--- config.mk ---
export PLATFORM = sky130hd
export DESIGN_NAME = can_fault_protect
export DESIGN_NICKNAME = d
export VERILOG_FILES = /design/src/verilog/can_fault_pkg.sv /design/src/verilog/can_fault_protect.sv /design/src/verilog/sync_bits.sv
export SDC_FILE = /design/constraint.sdc
export NUM_CORES = 1
export LEC_CHECK = 0
export BUFFER_PORTS_ARGS = -buffer_cell sky130_fd_sc_hd__buf_2
export CAP_MARGIN = 20
export CORE_MARGIN = 2
export CORE_UTILIZATION = 48
export DETAILED_ROUTE_END_ITERATION = 6
export GPL_TIMING_DRIVEN = 0
export PLACE_DENSITY = 0.83
export SYNTH_ARGS = -nofsm -noshare
export SYNTH_HDL_FRONTEND = slang
export SYNTH_SLANG_ARGS = --single-unit
export TNS_END_PERCENT = 30
--- constraint.sdc ---
create_clock -name core_clk_i -period 2.2 [get_ports core_clk_i]
set_input_delay 0.11 -clock core_clk_i [delete_from_list [all_inputs] [get_ports core_clk_i]]
set_output_delay 0.11 -clock core_clk_i [all_outputs]
set_load 0.01 [all_outputs]
--- src/verilog/can_fault_pkg.sv ---
// Package with modes, fault records and constants for the CAN fault protection block
package can_fault_pkg;

   typedef enum logic [1:0] {
      CAN_MODE_OFF,
      CAN_MODE_WAKE,
      CAN_MODE_NORMAL,
      CAN_MODE_RX_ONLY
   } can_mode_t;

   // Raw fault indications from the analog sensing
   typedef struct packed {
      logic over_temp;
      logic rx_clamp;
      logic bus_short;
      logic supply_uv;
   } fault_vec_t;

   // Latched diagnostic flags readable by the host
   typedef struct packed {
      logic over_temp;
      logic rx_clamp;
      logic bus_short;
      logic supply_uv;
   } diag_t;

   localparam logic       TX_DOMINANT   = 1'b0;
   localparam logic       TX_RECESSIVE  = 1'b1;
   localparam diag_t      DIAG_RESET    = '0;
   localparam fault_vec_t FAULT_RESET   = '0;
   localparam int         SYNC_STAGES   = 2;

endpackage

--- src/verilog/can_fault_protect.sv ---
// CAN transceiver fault protection, transmit gating and split termination control
// Behaviour
// - Overtemperature disables the transmitter driver stage.
// - Recover from overtemperature without leaving CAN mode.
// - After recovery, wait for TX dominant-to-recessive edge.
// - Permanent RX recessive clamp flags, disables transmitter.
// - Clamp-disabled transmitter stays off until host re-enable.
// - Undervoltage taken from regulator monitor, not own.
// - Bus line short sets flag and unmasked interrupt.
// - Bus short never changes transceiver mode.
// - Split output on in normal/receive-only, else off.
// - Every detected failure reported in host diagnostics.
`timescale 1ns/1ps
`default_nettype none
module can_fault_protect
   import can_fault_pkg::*;
(
   input  wire logic       core_clk_i,
   input  wire logic       rst_b_i,
   input  wire can_mode_t  mode_i,
   input  wire logic       tx_i,
   input  wire logic       rx_bus_i,
   input  wire fault_vec_t fault_i,
   input  wire logic       reg2_uv_i,
   input  wire logic       reg3_uv_i,
   input  wire logic       uv_sel_reg3_i,
   input  wire logic       tx_reenable_i,
   input  wire diag_t      diag_clear_i,
   input  wire logic       bus_short_mask_i,
   output logic            drv_tx_o,
   output logic            drv_enable_o,
   output logic            rx_o,
   output logic            split_enable_o,
   output diag_t           diag_o,
   output logic            irq_bus_o
);

   localparam int NSYNC = 6;

   logic [NSYNC-1:0] raw_async;
   logic [NSYNC-1:0] raw_sync;
   logic [NSYNC-1:0] sync_reset_val;
   logic             ot_s;
   logic             clamp_s;
   logic             short_s;
   logic             uv_s;
   logic             tx_s;
   logic             rx_s;

   logic             tx_prev_r;
   logic             ot_lock_r;
   logic             clamp_lock_r;
   logic             tx_enable_nxt;
   logic             tx_rise;
   logic             tx_mode;
   logic             ot_block;
   logic             clamp_block;
   logic             ot_flag_r;
   logic             clamp_flag_r;
   logic             short_flag_r;
   logic             uv_flag_r;

   // Receiver and split termination share one mode decode
   function automatic logic rx_path_on(input can_mode_t m);
      return (m == CAN_MODE_NORMAL) || (m == CAN_MODE_RX_ONLY);
   endfunction

   // Sticky flag update; a new event in the clear cycle keeps the flag
   function automatic logic keep_flag(input logic set, input logic cur, input logic clr);
      return set | (cur & ~clr);
   endfunction

   // Undervoltage comes from the supplying regulator monitor
   assign raw_async = {tx_i, rx_bus_i, fault_i.over_temp, fault_i.rx_clamp,
                       fault_i.bus_short,
                       (uv_sel_reg3_i ? reg3_uv_i : reg2_uv_i)};
   // Transmit and receive idle recessive high
   assign sync_reset_val = {TX_RECESSIVE, TX_RECESSIVE, 4'h0};

   sync_bits #(
      .WIDTH (NSYNC)
   ) u_sync (
      .core_clk_i  (core_clk_i),
      .rst_b_i     (rst_b_i),
      .async_i     (raw_async),
      .reset_val_i (sync_reset_val),
      .sync_o      (raw_sync)
   );

   assign {tx_s, rx_s, ot_s, clamp_s, short_s, uv_s} = raw_sync;

   assign tx_mode = (mode_i == CAN_MODE_NORMAL);
   assign tx_rise = (tx_prev_r == TX_DOMINANT) && (tx_s == TX_RECESSIVE);

   always_ff @(posedge core_clk_i) begin
      if (!rst_b_i) begin
         tx_prev_r <= TX_RECESSIVE;
      end else begin
         tx_prev_r <= tx_s;
      end
   end

   // Overtemperature lock: held while hot, then released on the first
   // recessive edge so a half-sent bit never reaches the bus.
   always_ff @(posedge core_clk_i) begin
      if (!rst_b_i) begin
         ot_lock_r <= 1'b0;
      end else if (ot_s) begin
         ot_lock_r <= 1'b1;
      end else if (ot_lock_r && tx_rise) begin
         ot_lock_r <= 1'b0;
      end
   end

   // Clamp lock only a host command releases; a pending fault wins
   always_ff @(posedge core_clk_i) begin
      if (!rst_b_i) begin
         clamp_lock_r <= 1'b0;
      end else if (clamp_s) begin
         clamp_lock_r <= 1'b1;
      end else if (tx_reenable_i) begin
         clamp_lock_r <= 1'b0;
      end
   end

   // A live sensor blocks at once, before its lock register has caught up
   assign ot_block    = ot_s || ot_lock_r;
   assign clamp_block = clamp_s || clamp_lock_r;

   // Mode comes only from the host; bus shorts do not touch it
   assign tx_enable_nxt = tx_mode && !ot_block && !clamp_block;

   always_ff @(posedge core_clk_i) begin
      if (!rst_b_i) begin
         drv_enable_o <= 1'b0;
      end else begin
         drv_enable_o <= tx_enable_nxt;
      end
   end

   // Data is forced recessive with the enable, so a blocked driver never
   // shows a stale dominant bit to the output stage
   always_ff @(posedge core_clk_i) begin
      if (!rst_b_i) begin
         drv_tx_o <= TX_RECESSIVE;
      end else begin
         drv_tx_o <= tx_enable_nxt ? tx_s : TX_RECESSIVE;
      end
   end

   // Receive path passes the bus level in normal and receive-only modes; host echo compare relies on it
   always_ff @(posedge core_clk_i) begin
      if (!rst_b_i) begin
         rx_o <= TX_RECESSIVE;
      end else begin
         rx_o <= rx_path_on(mode_i) ? rx_s : TX_RECESSIVE;
      end
   end

   always_ff @(posedge core_clk_i) begin
      if (!rst_b_i) begin
         split_enable_o <= 1'b0;
      end else begin
         split_enable_o <= rx_path_on(mode_i);
      end
   end

   // Overtemperature flag
   always_ff @(posedge core_clk_i) begin
      if (!rst_b_i) begin
         ot_flag_r <= DIAG_RESET.over_temp;
      end else begin
         ot_flag_r <= keep_flag(ot_s, ot_flag_r, diag_clear_i.over_temp);
      end
   end

   // Receive clamp flag
   always_ff @(posedge core_clk_i) begin
      if (!rst_b_i) begin
         clamp_flag_r <= DIAG_RESET.rx_clamp;
      end else begin
         clamp_flag_r <= keep_flag(clamp_s, clamp_flag_r, diag_clear_i.rx_clamp);
      end
   end

   // Bus short flag
   always_ff @(posedge core_clk_i) begin
      if (!rst_b_i) begin
         short_flag_r <= DIAG_RESET.bus_short;
      end else begin
         short_flag_r <= keep_flag(short_s, short_flag_r, diag_clear_i.bus_short);
      end
   end

   // Supply undervoltage is only reported; switching off is left to the host
   always_ff @(posedge core_clk_i) begin
      if (!rst_b_i) begin
         uv_flag_r <= DIAG_RESET.supply_uv;
      end else begin
         uv_flag_r <= keep_flag(uv_s, uv_flag_r, diag_clear_i.supply_uv);
      end
   end

   // Flags are plain flip-flops gathered into the record
   assign diag_o = '{over_temp: ot_flag_r,
                     rx_clamp:  clamp_flag_r,
                     bus_short: short_flag_r,
                     supply_uv: uv_flag_r};

   // Interrupt tracks the next flag value so it rises together with the flag
   always_ff @(posedge core_clk_i) begin
      if (!rst_b_i) begin
         irq_bus_o <= 1'b0;
      end else begin
         irq_bus_o <= keep_flag(short_s, short_flag_r, diag_clear_i.bus_short)
                      & ~bus_short_mask_i;
      end
   end

endmodule
`default_nettype wire

--- src/verilog/sync_bits.sv ---
// Two flip-flop synchroniser for a group of level inputs
`timescale 1ns/1ps
`default_nettype none
module sync_bits
   import can_fault_pkg::*;
#(
   parameter int WIDTH = 5
) (
   input  wire logic             core_clk_i,
   input  wire logic             rst_b_i,
   input  wire logic [WIDTH-1:0] async_i,
   input  wire logic [WIDTH-1:0] reset_val_i,
   output var  logic [WIDTH-1:0] sync_o
);

   logic [WIDTH-1:0] meta_r;

   // First stage feeds only the second stage
   always_ff @(posedge core_clk_i) begin
      if (!rst_b_i) begin
         // Stored inverted against the idle level, so both stages rest at idle
         meta_r <= '0;
         sync_o <= reset_val_i;
      end else begin
         meta_r <= async_i ^ reset_val_i;
         sync_o <= meta_r ^ reset_val_i;
      end
   end

endmodule
`default_nettype wire
---- Yosys cells after proc, flatten, opt, wreduce, memory -nomap -nowiden ----
Cells that the tools add are included.
cells by class
  equal/unequal tests ..................... 2
  multiplexer cells ....................... 5
  bitwise logic cells ..................... 17
  reductions and logical operators ........ 13
operators with widths
  operator                               number
  1-bit inverter                         6
  1-bit bitwise AND                      5
  1-bit two-way mux                      5
  2-bit == test (second input constant)  2
  1-bit logical AND                      4
  2-bit inverter                         2
  1-bit bitwise OR                       4
  2-bit AND reduction                    2
  2-bit nonzero test                     2
  1-bit logical OR                       3
  1-bit zero test                        2
word-level totals
  flip-flop bits (word level) ............. 24
  bits of input ports ..................... 19
  output and inout port bits .............. 9
  logic and storage cells ................. 51

---- Depth between registers and ports, before layout ----
Gate-level depths: netlist of run 1.
  depth in word-level cells ............... 5
  mapped depth ............................ 3

---- By module ----
A second synthesis of run 1 with hierarchy kept.
second synthesis, totals
  cell total of the unflattened synthesis .. 80
  area total of the unflattened synthesis .. 869.6 um^2
by module, submodules not included
  module             times used  cells an instance  area an instance (um^2)  seq. area each (um^2)
  can_fault_protect  1           43                 435.4                    240.2
  sync_bits          1           37                 434.2                    240.2

---- Least setup slack after synthesis of run 1 ----
No wires, ideal clock.
  kind .................................... register -> register
  from .................................... register clamp_lock_r
  to ...................................... register drv_tx_o
  setup time .............................. 0.134 ns
  arrival ................................. 1.023 ns
  path slack .............................. 1.043 ns
  stages on the path, launching flop included .. 3
  period minus slack after synthesis ...... 1.157 ns
  cells stage by stage .................... dfxtp_1 or3_1 or4_1
on the way
  cells in the longest elaborated chain, start to end .. 4
ends and longest elaborated chain
  element                        RTL line                  text
  from (decl)                    can_fault_protect.sv:52   logic clamp_lock_r;
  from (signal assigned)         can_fault_protect.sv:118  clamp_lock_r <= 1'b0;
  from (signal assigned)         can_fault_protect.sv:120  clamp_lock_r <= 1'b1;
  from (signal assigned)         can_fault_protect.sv:122  clamp_lock_r <= 1'b0;
  1-bit logical OR               can_fault_protect.sv:128  assign clamp_block = clamp_s || clamp_lock_r;
  1-bit zero test                can_fault_protect.sv:131  assign tx_enable_nxt = tx_mode && !ot_block && !clamp_block;
  1-bit logical AND              can_fault_protect.sv:131
  2-bit AND reduction (no line)  -
  to (signal assigned)           can_fault_protect.sv:147  drv_tx_o <= tx_enable_nxt ? tx_s : TX_RECESSIVE;
  to (decl)                      can_fault_protect.sv:30   output logic drv_tx_o,
No other way between the ends.
A chain may end at the register's enable or synchronous reset.

---- Final worst setup path of run 1 ----
  from .................................... register u_sync.sync_o[2]
  to ...................................... register drv_tx_o
on the way
  cells in the longest elaborated chain, start to end .. 4
ends and longest elaborated chain
  element                        RTL line                  text
  from (decl)                    sync_bits.sv:13           output var logic [WIDTH-1:0] sync_o
  from (signal assigned)         sync_bits.sv:23           sync_o <= reset_val_i;
  from (signal assigned)         sync_bits.sv:26           sync_o <= meta_r ^ reset_val_i;
  1-bit logical OR               can_fault_protect.sv:128
  1-bit zero test                can_fault_protect.sv:131
  1-bit logical AND              can_fault_protect.sv:131
  2-bit AND reduction (no line)  -
No other way between the ends.

==> results of run 1 <==
==> power groups by stage <==
stage	clock network, mW	registers [mW]	logic (mW)
after floorplan	0	0.468	0.0266
after global placement	0	0.468	0.0498
after detailed placement	0	0.469	0.0518
after CTS	0.225	0.459	0.0574
after global routing	0.244	0.461	0.0643
final	0.215	0.459	0.0579
==> cells in the mapped netlist, drive strengths merged <==
library cell and instances:
nand2b 1, buf 4, o21a 5, or4 1, or2 2, or3 1, inv 2, o211a 1
o21ai 1, nor3 1, nand2 3, and2 7, mux2i 1, dfxtp 24, clkbuf 2, a21oi 1
nor2b 8, nor2 1
==> per-layer routing <==
layer  global-route usage  vias up  wire (microns)
met5                    0        -               0
met3               0.0255        2              73
li1                     -      276               -
met1                0.148      226             468
met4               0.0727        0              10
met2                0.236       19             603
==> critical path: stages (launching register included) <==
cell     delay (ns)
dfxtp_1        0.35
or3_1          0.36
or4_1          0.41
==> kinds of logic (layout without fill, tap and decap cells) <==
kind of cell / Yosys count / count (layout) / synth area share
AND/OR/NAND/NOR: 25 / 25 / 0.198
flip-flops: 24 / 24 / 0.650
AO/OA/AOI/OAI: 8 / 8 / 0.0778
buffers and inverters: 8 / 43 / 0.0609
multiplexers: 1 / 1 / 0.0135
==> metrics by stage <==
step	setup WS (ns)	area [sq um]
final	0.965	976
after global routing	0.925	976
after CTS	0.964	966
after detailed placement	0.975	890
after global placement	1.03	890
after floorplan	1.04	739
==> worst paths after layout <==
path	endpoint	slack, ns	cells after the start
max	drv_tx_o	0.97	2
min	split_enable_o	0.04	3
max reg2reg	drv_tx_o	0.97	2
min reg2reg	u_sync.sync_o[4]	0.38	1
==> final cells by class <==
cell class                      instances  area [sq um]  share of cell area
Clock buffer                            4          36.3              0.0372
Inverter                                2          7.51             0.00769
Buffer                                  6          37.5              0.0385
Multi-Input combinational cell         34           214               0.219
Sequential cell                        24           480               0.492
Timing Repair Buffer                   31           180               0.185
Tap cell                               16          20.0              0.0205
==> sequential cells by signal, summed over array words and instances, names as in the netlist <==
name and cells:
ot_flag_r 1, clamp_flag_r 1, u_sync.sync_o 6, uv_flag_r 1, clamp_lock_r 1, rx_o 1, ot_lock_r 1, short_flag_r 1
split_enable_o 1, irq_bus_o 1, drv_tx_o 1, u_sync.meta_r 6, drv_enable_o 1, tx_prev_r 1
==> repair_timing <==
| action | in CTS | in global routing |
|---|---|---|
| hold buffers | 4 | 1 |
| hold endpoints to repair | 4 | 1 |
| resized for setup | 0 | 0 |
==> run_results.csv, run 1 <==
group,metric,value,unit
power,pwr-share-seq,0.627,
logic_synthesis,yosysSeqAreaShare,0.650,
clock_tree,post-cts-setup-buffers,0,
detailed_routing,drt_wl_total,1160,microns
logic_synthesis,synth.distinct_cells,19,
power,netSwitchingFraction,0.194,
logic_synthesis,yosysTopAreaCellShare,0.650,
logic_synthesis,yosys.area.top_type,"dfxtp_1",
final_layout,utilization,0.663,
detailed_routing,wl_per_cell,9.88,microns
power,clkPwrFrac,0.294,
logic_synthesis,synthCells,66,
final_layout,antenna_cells,0,
floorplanning,die_area,1870,sq um
detailed_routing,drcViolationCount,0,
clock_tree,cts.htree.levels,1,
floorplanning,fp.dieH,43.3,microns
power,netSwitchingPower,142,uW
logic_synthesis,syn_avg_cell_area,11.2,sq um
power,power_density,749,nW/um^2
worst_setup_path,crit_start,"u_sync.sync_o[2]",
placement,place.gp.congestion,0.744,
final_layout,fillerInstances,126,
logic_synthesis,synth_nets,85,
power,peakVddDrop,459,uV
global_routing,grt_use_total,0.134,
sta,holdWs,0.0402,ns
logic_synthesis,synth-seq-cells,24,
worst_hold_path,min_path_type,"in -> reg",
sta,relSlewSlack,0.744,
sta,setup_viol,0,
sta,fmax,0.810,GHz
logic_synthesis,synth_area_leaders,"dfxtp_1 65%, nor2b_1 6.8%, and2_1 5.9%, o21a_1 5.1%, buf_4 4.1%",
worst_setup_path,path_max_fanout,3,
power,comb_power_share,0.079,
clock_tree,clockRootBuffer,"clkbuf_4",
logic_synthesis,syn_area,739,sq um
placement,placed_cells,108,
sta,tns,0,ns
global_routing,antenna_found_initial,0,
floorplanning,core_area,1470,sq um
power,fin_total_pwr,731,uW
sta,hold_viol_final,0,
worst_setup_path,critPathRequiredTime,2.38,ns
clock_tree,numClockSinks,24,
final_layout,layout_commonest_cell,"buf_2",
worst_setup_path,start_kind,"register",
clock_tree,worstSkewPairLatency,0.30,ns
power,internal-power,589,uW
global_routing,gr-total-overflow,0,
detailed_routing,drt_iter0_drc,4,
sta,rsz0062_at_grt,"no",
clock_tree,cts_tree,"yes",
floorplanning,io_pins,28,
final_layout,fin_cells,117,
sta,min_period_over_period,0.561,
final_layout,drive_above_1_share,0.347,
worst_setup_path,cp_data_arrival_time,1.42,ns
final_layout,final_cell_mix,"26 x buf_2, 24 x dfxtp_1, 8 x nor2b_1",
final_layout,area_growth_syn_to_layout,32.0,%
power,p_leak,0.477,nW
placement,dpl.hpwl,855,microns
sta,finalClockSkew,0.00402,ns
worst_setup_path,worstSetupPathType,"reg -> reg",
sta,tightest_slew,0.384,ns
worst_setup_path,reg2reg_from,"u_sync.sync_o[2]",
floorplanning,initial_core_util,0.503,
global_routing,grt_pass1_vias,490,
floorplanning,num_rows,14,
detailed_routing,vias,523,
detailed_routing,dr.pass1.iters,2,
run,cap_violations,0,
status,status,"completed",
placement,portBuffers,26,
logic_synthesis,ys_warn_count,0,
sta,slew_viol_final,0,
worst_hold_path,hold_start,"mode_i[1]",
global_routing,grt_start_max_net_pins,14,
floorplanning,die_x,43.3,microns
worst_setup_path,setup.worst_path.end_class,"register",
global_routing,grt_pass1_wl,1840,microns
detailed_routing,ant_nets,0,
clock_tree,clk_path_buf_depth,2,
clock_tree,cts_made_buffers,3,
clock_tree,clk_pin_slew,0.12,ns
detailed_routing,drt-vias-per-instance,4.47,
sta,period_minus_slack,1.23,ns
final_layout,nNetsFinal,121,
No activity file was read; power rests on OpenSTA's default activity.
==> run 2: changes to the inputs <==
CORE_UTILIZATION = 45   (was 48)
PLACE_DENSITY = 0.79   (was 0.83)
clock period = 1.22 ns   (was 2.2 ns; I/O delays follow)
==> run_results.csv, run 2 (synthesis gave the netlist of run 1 again) <==
group,metric,value,unit
status,status,"completed",
worst_setup_path,setup.worst_path.end_class,"register",
worst_setup_path,path_max_fanout,2,
global_routing,grt_start_max_net_pins,14,
floorplanning,initial_core_util,0.485,
final_layout,nNetsFinal,124,
worst_hold_path,min_path_type,"in -> reg",
floorplanning,die_area,1980,sq um
floorplanning,io_pins,28,
clock_tree,numClockSinks,24,
final_layout,ff_latch_area,480,sq um
clock_tree,cts_tree,"yes",
detailed_routing,drcViolationCount,0,
worst_setup_path,cp-endpoint,"drv_tx_o",
final_layout,final_cell_mix,"26 x buf_2, 24 x dfxtp_1, 8 x nor2b_1, 8 x dlygate4sd3_1, 7 x and2_1",
detailed_routing,ant_nets,0,
run,cap_violations,0,
worst_setup_path,critPathRequiredTime,1.41,ns
final_layout,area_growth_syn_to_layout,36.0,%
worst_setup_path,start_kind,"register",
placement,place.gp.congestion,0.711,
final_layout,layout_commonest_cell,"buf_2",
floorplanning,die_x,44.5,microns
worst_setup_path,crit_start,"clamp_lock_r",
worst_setup_path,worstSetupPathType,"reg -> reg",
placement,dpl.hpwl,798,microns
global_routing,antenna_found_initial,0,
final_layout,fillerInstances,116,
sta,slew_viol_final,0,
detailed_routing,vias,530,
placement,portBuffers,26,
worst_setup_path,reg2reg_depth,2,
detailed_routing,drt-vias-per-instance,4.42,
clock_tree,clk_pin_slew,0.12,ns
worst_setup_path,r2r_setup_slack,0.0006,ns
clock_tree,cts_made_buffers,3,
floorplanning,num_rows,14,
clock_tree,cts.htree.levels,1,
final_layout,multiInputGateArea,214,sq um
power,power_density,1320,nW/um^2
sta,finalClockSkew,0.00449,ns
global_routing,gr-total-overflow,0,
final_layout,final_area,1010,sq um
sta,period_minus_slack,1.22,ns
floorplanning,fp.dieH,44.5,microns
detailed_routing,drt_iter0_drc,0,
clock_tree,cts_resized,0,
final_layout,drive_above_1_share,0.337,
floorplanning,core_area,1520,sq um
detailed_routing,wl_per_cell,9.63,microns
detailed_routing,dr.pass1.iters,1,
sta,hold_viol_final,0,
global_routing,grt_use_total,0.138,
sta,relSlewSlack,0.720,
global_routing,grt_pass1_vias,506,
worst_setup_path,cp_data_arrival_time,1.41,ns
sta,rsz0062_at_grt,"yes",
global_routing,grt_pass1_wl,1960,microns
power,peakVddDrop,791,uV
sta,fmax,0.820,GHz
clock_tree,clockRootBuffer,"clkbuf_4",
final_layout,utilization,0.660,
sta,min_period_over_period,1.00,
placement,dpl-instance-area,890,sq um
sta,tightest_slew,0.421,ns
power,p_leak,0.489,nW
final_layout,antenna_cells,0,
clock_tree,clk_path_buf_depth,2,
worst_setup_path,reg2reg_from,"clamp_lock_r",
sta,setup_viol,0,
detailed_routing,drt_wl_total,1160,microns
worst_setup_path,r2r_end,"drv_tx_o",
clock_tree,worstSkewPairLatency,0.30,ns
final_layout,reg_top3,"u_sync.meta_r x6, u_sync.sync_o x6",
clock_tree,post-cts-setup-buffers,0,
-- run 2: worst max-delay path: stages (launching register included) --
cell and delay [ns]:
dfxtp_1 0.32, or3_1 0.38, or4_1 0.40
-- run 2: routing by layer --
layer,GRT usage,part of all wire
met5,0,0
met4,0.0727,0.012
met3,0.0245,0.061
met2,0.243,0.51
met1,0.156,0.42
-- run 2: how the worst min path moves through the flow --
stage | start | end | slack, ns | cells past startpoint
3_5_place_dp | tx_i | u_sync.meta_r[5] | 0.22 | 2
4_1_cts | reg2_uv_i | u_sync.meta_r[0] | 0.002 | 3
3_3_place_gp | tx_i | u_sync.meta_r[5] | 0.22 | 2
6_report | reg2_uv_i | u_sync.meta_r[0] | 0.001 | 3
2_1_floorplan | rx_bus_i | u_sync.meta_r[4] | 0.13 | 1
5_1_grt | reg2_uv_i | u_sync.meta_r[0] | 0.01 | 3
-- run 2: cell type report --
class | count | share of cell area
sequential | 24 | 0.478
multi-input combinational | 34 | 0.213
timing repair buffer | 34 | 0.209
buffer | 6 | 0.0373
clock buffer | 4 | 0.0361
tap | 16 | 0.0199
inverter | 2 | 0.00746
-- run 2: where the power goes --
part | total (mW) | internal [mW] | leakage [nW] | switching (mW)
clock | 0.392 | 0.182 | 0.0210 | 0.210
combinational | 0.113 | 0.0712 | 0.271 | 0.0415
sequential | 0.826 | 0.816 | 0.197 | 0.0105
total | 1.33 | 1.07 | 0.489 | 0.262
-- run 2: per-stage QoR --
stage                     hold WS (ns)  setup slack [ns]  total power [mW]  setup TNS (ns)  instances
after floorplan                  0.133            0.0633             0.893               0         66
after global placement           0.216            0.0424             0.933               0        108
after detailed placement         0.224            0.0143             0.938               0        108
after CTS                      0.00159          -0.00168              1.35        -0.00168        120
after global routing            0.0129           -0.0271              1.38         -0.0271        120
final                          0.00116          0.000597              1.33               0        120
-- run 2: repair_timing --
action                                 4_1_cts  5_1_grt
hold buffers                                 8        0
endpoints found under the hold margin        8        0
setup endpoints to repair                    1        1
==> run 3: changes to the inputs <==
clock period = 1.3 ns   (was 1.22 ns; I/O delays follow)
==> run_results.csv, run 3 (synthesis gave the netlist of run 1 again) <==
group,metric,value,unit
status,status,"completed",
sta,relSlewSlack,0.720,
placement,dpl.hpwl,798,microns
floorplanning,fp.dieH,44.5,microns
worst_hold_path,min_path_type,"in -> reg",
detailed_routing,wl_per_cell,9.66,microns
floorplanning,initial_core_util,0.485,
sta,hold_viol_final,0,
power,internal-power,1.00,mW
floorplanning,die_area,1980,sq um
global_routing,gr-total-overflow,0,
placement,dpl_worst_slack,0.0943,ns
power,power_density,1250,nW/um^2
floorplanning,die_x,44.5,microns
clock_tree,clockRootBuffer,"clkbuf_4",
sta,rsz0062_at_grt,"no",
worst_setup_path,start_kind,"register",
detailed_routing,drt-vias-per-instance,4.42,
sta,fmax,0.820,GHz
sta,tns,0,ns
final_layout,layout_commonest_cell,"buf_2",
clock_tree,cts_resized,0,
placement,portBuffers,26,
detailed_routing,met1_length,474,microns
sta,finalClockSkew,0.00449,ns
detailed_routing,drcViolationCount,0,
worst_setup_path,path_max_fanout,2,
final_layout,reg_top3,"u_sync.meta_r x6, u_sync.sync_o x6",
worst_setup_path,worstSetupPathType,"reg -> reg",
power,netSwitchingPower,245,uW
floorplanning,num_rows,14,
sta,tightest_slew,0.421,ns
worst_setup_path,cp_data_arrival_time,1.41,ns
power,clkPwrFrac,0.295,
floorplanning,core_area,1520,sq um
detailed_routing,drt_wl_total,1150,microns
final_layout,nNetsFinal,123,
final_layout,area_growth_syn_to_layout,34.7,%
global_routing,antenna_found_initial,0,
detailed_routing,wl_met3,75,microns
sta,slew_viol_final,0,
clock_tree,clk_pin_slew,0.12,ns
detailed_routing,vias,526,
run,cap_violations,0,
detailed_routing,drt_iter0_drc,0,
final_layout,final_cell_mix,"26 x buf_2, 24 x dfxtp_1, 8 x nor2b_1",
placement,place.gp.congestion,0.711,
sta,holdWs,0.00516,ns
worst_setup_path,critPathRequiredTime,1.49,ns
global_routing,grt_pass1_wl,1930,microns
final_layout,utilization,0.654,
power,pwr-share-seq,0.622,
power,comb_power_share,0.083,
clock_tree,cts_hold_buf,7,
global_routing,grt_start_max_net_pins,14,
detailed_routing,ant_nets,0,
clock_tree,cts_tree,"yes",
power,p_leak,0.485,nW
detailed_routing,dr.pass1.iters,1,
clock_tree,cts_made_buffers,3,
sta,setup_viol,0,
sta,setup_slack,0.0806,ns
clock_tree,worstSkewPairLatency,0.30,ns
detailed_routing,top_layer,"met4",
detailed_routing,met2WireLength,585,microns
worst_setup_path,setup.worst_path.end_class,"register",
clock_tree,numClockSinks,24,
power,netSwitchingFraction,0.197,
power,peakVddDrop,742,uV
floorplanning,io_pins,28,
clock_tree,post-cts-setup-buffers,0,
final_layout,antenna_cells,0,
global_routing,grt_use_total,0.136,
clock_tree,cts.htree.levels,1,
power,fin_total_pwr,1.25,mW
sta,min_period_over_period,0.938,
final_layout,drive_above_1_share,0.340,
sta,period_minus_slack,1.22,ns
global_routing,grt_pass1_vias,497,
clock_tree,clk_path_buf_depth,2,
==> run 3: cell types whose count changed in the layout (fill, tap and decap cells not counted), sizes merged <==
cell,previous run,this run
dlygate4sd3,8,7
==> run 3: worst paths after layout <==
kind / from / end / slack [ns] / cells after the start
max: clamp_lock_r / drv_tx_o / 0.08 / 2
min: reg2_uv_i / u_sync.meta_r[0] / 0.005 / 3
max reg2reg: clamp_lock_r / drv_tx_o / 0.08 / 2
min reg2reg: u_sync.meta_r[4] / u_sync.sync_o[4] / 0.38 / 1
==> run 3: power by group through the flow <==
| stage | sequential [mW] | combinational [mW] | clock (mW) |
|---|---|---|---|
| 6_report | 0.776 | 0.103 | 0.368 |
| 5_1_grt | 0.780 | 0.115 | 0.400 |
| 4_1_cts | 0.776 | 0.104 | 0.380 |
| 3_5_place_dp | 0.793 | 0.0877 | 0 |
| 3_3_place_gp | 0.791 | 0.0846 | 0 |
| 2_1_floorplan | 0.793 | 0.0451 | 0 |
==> run 3: metal layers <==
layer / vias up / global-route usage
met5: - / 0
met4: 0 / 0.0727
met3: 2 / 0.0286
met2: 19 / 0.238
met1: 227 / 0.154
li1: 278 / -
==> run 3: per-stage QoR <==
stage / std cells / instance area [sq um]
5_1_grt: 119 / 996
6_report: 119 / 996
3_5_place_dp: 108 / 890
3_3_place_gp: 108 / 890
2_1_floorplan: 66 / 739
4_1_cts: 119 / 996
==> run 3: critical path, stage by stage, from the launching register on <==
cell and delay (ns):
dfxtp_1 0.32, or3_1 0.38, or4_1 0.40
==> run 3: cell type report <==
type | count | area, sq um
Buffer | 6 | 37.5
Clock buffer | 4 | 36.3
Fill cell | 117 | 528
Inverter | 2 | 7.51
Multi-Input combinational cell | 34 | 214
Sequential cell | 24 | 480
Tap cell | 16 | 20.0
Timing Repair Buffer | 33 | 200
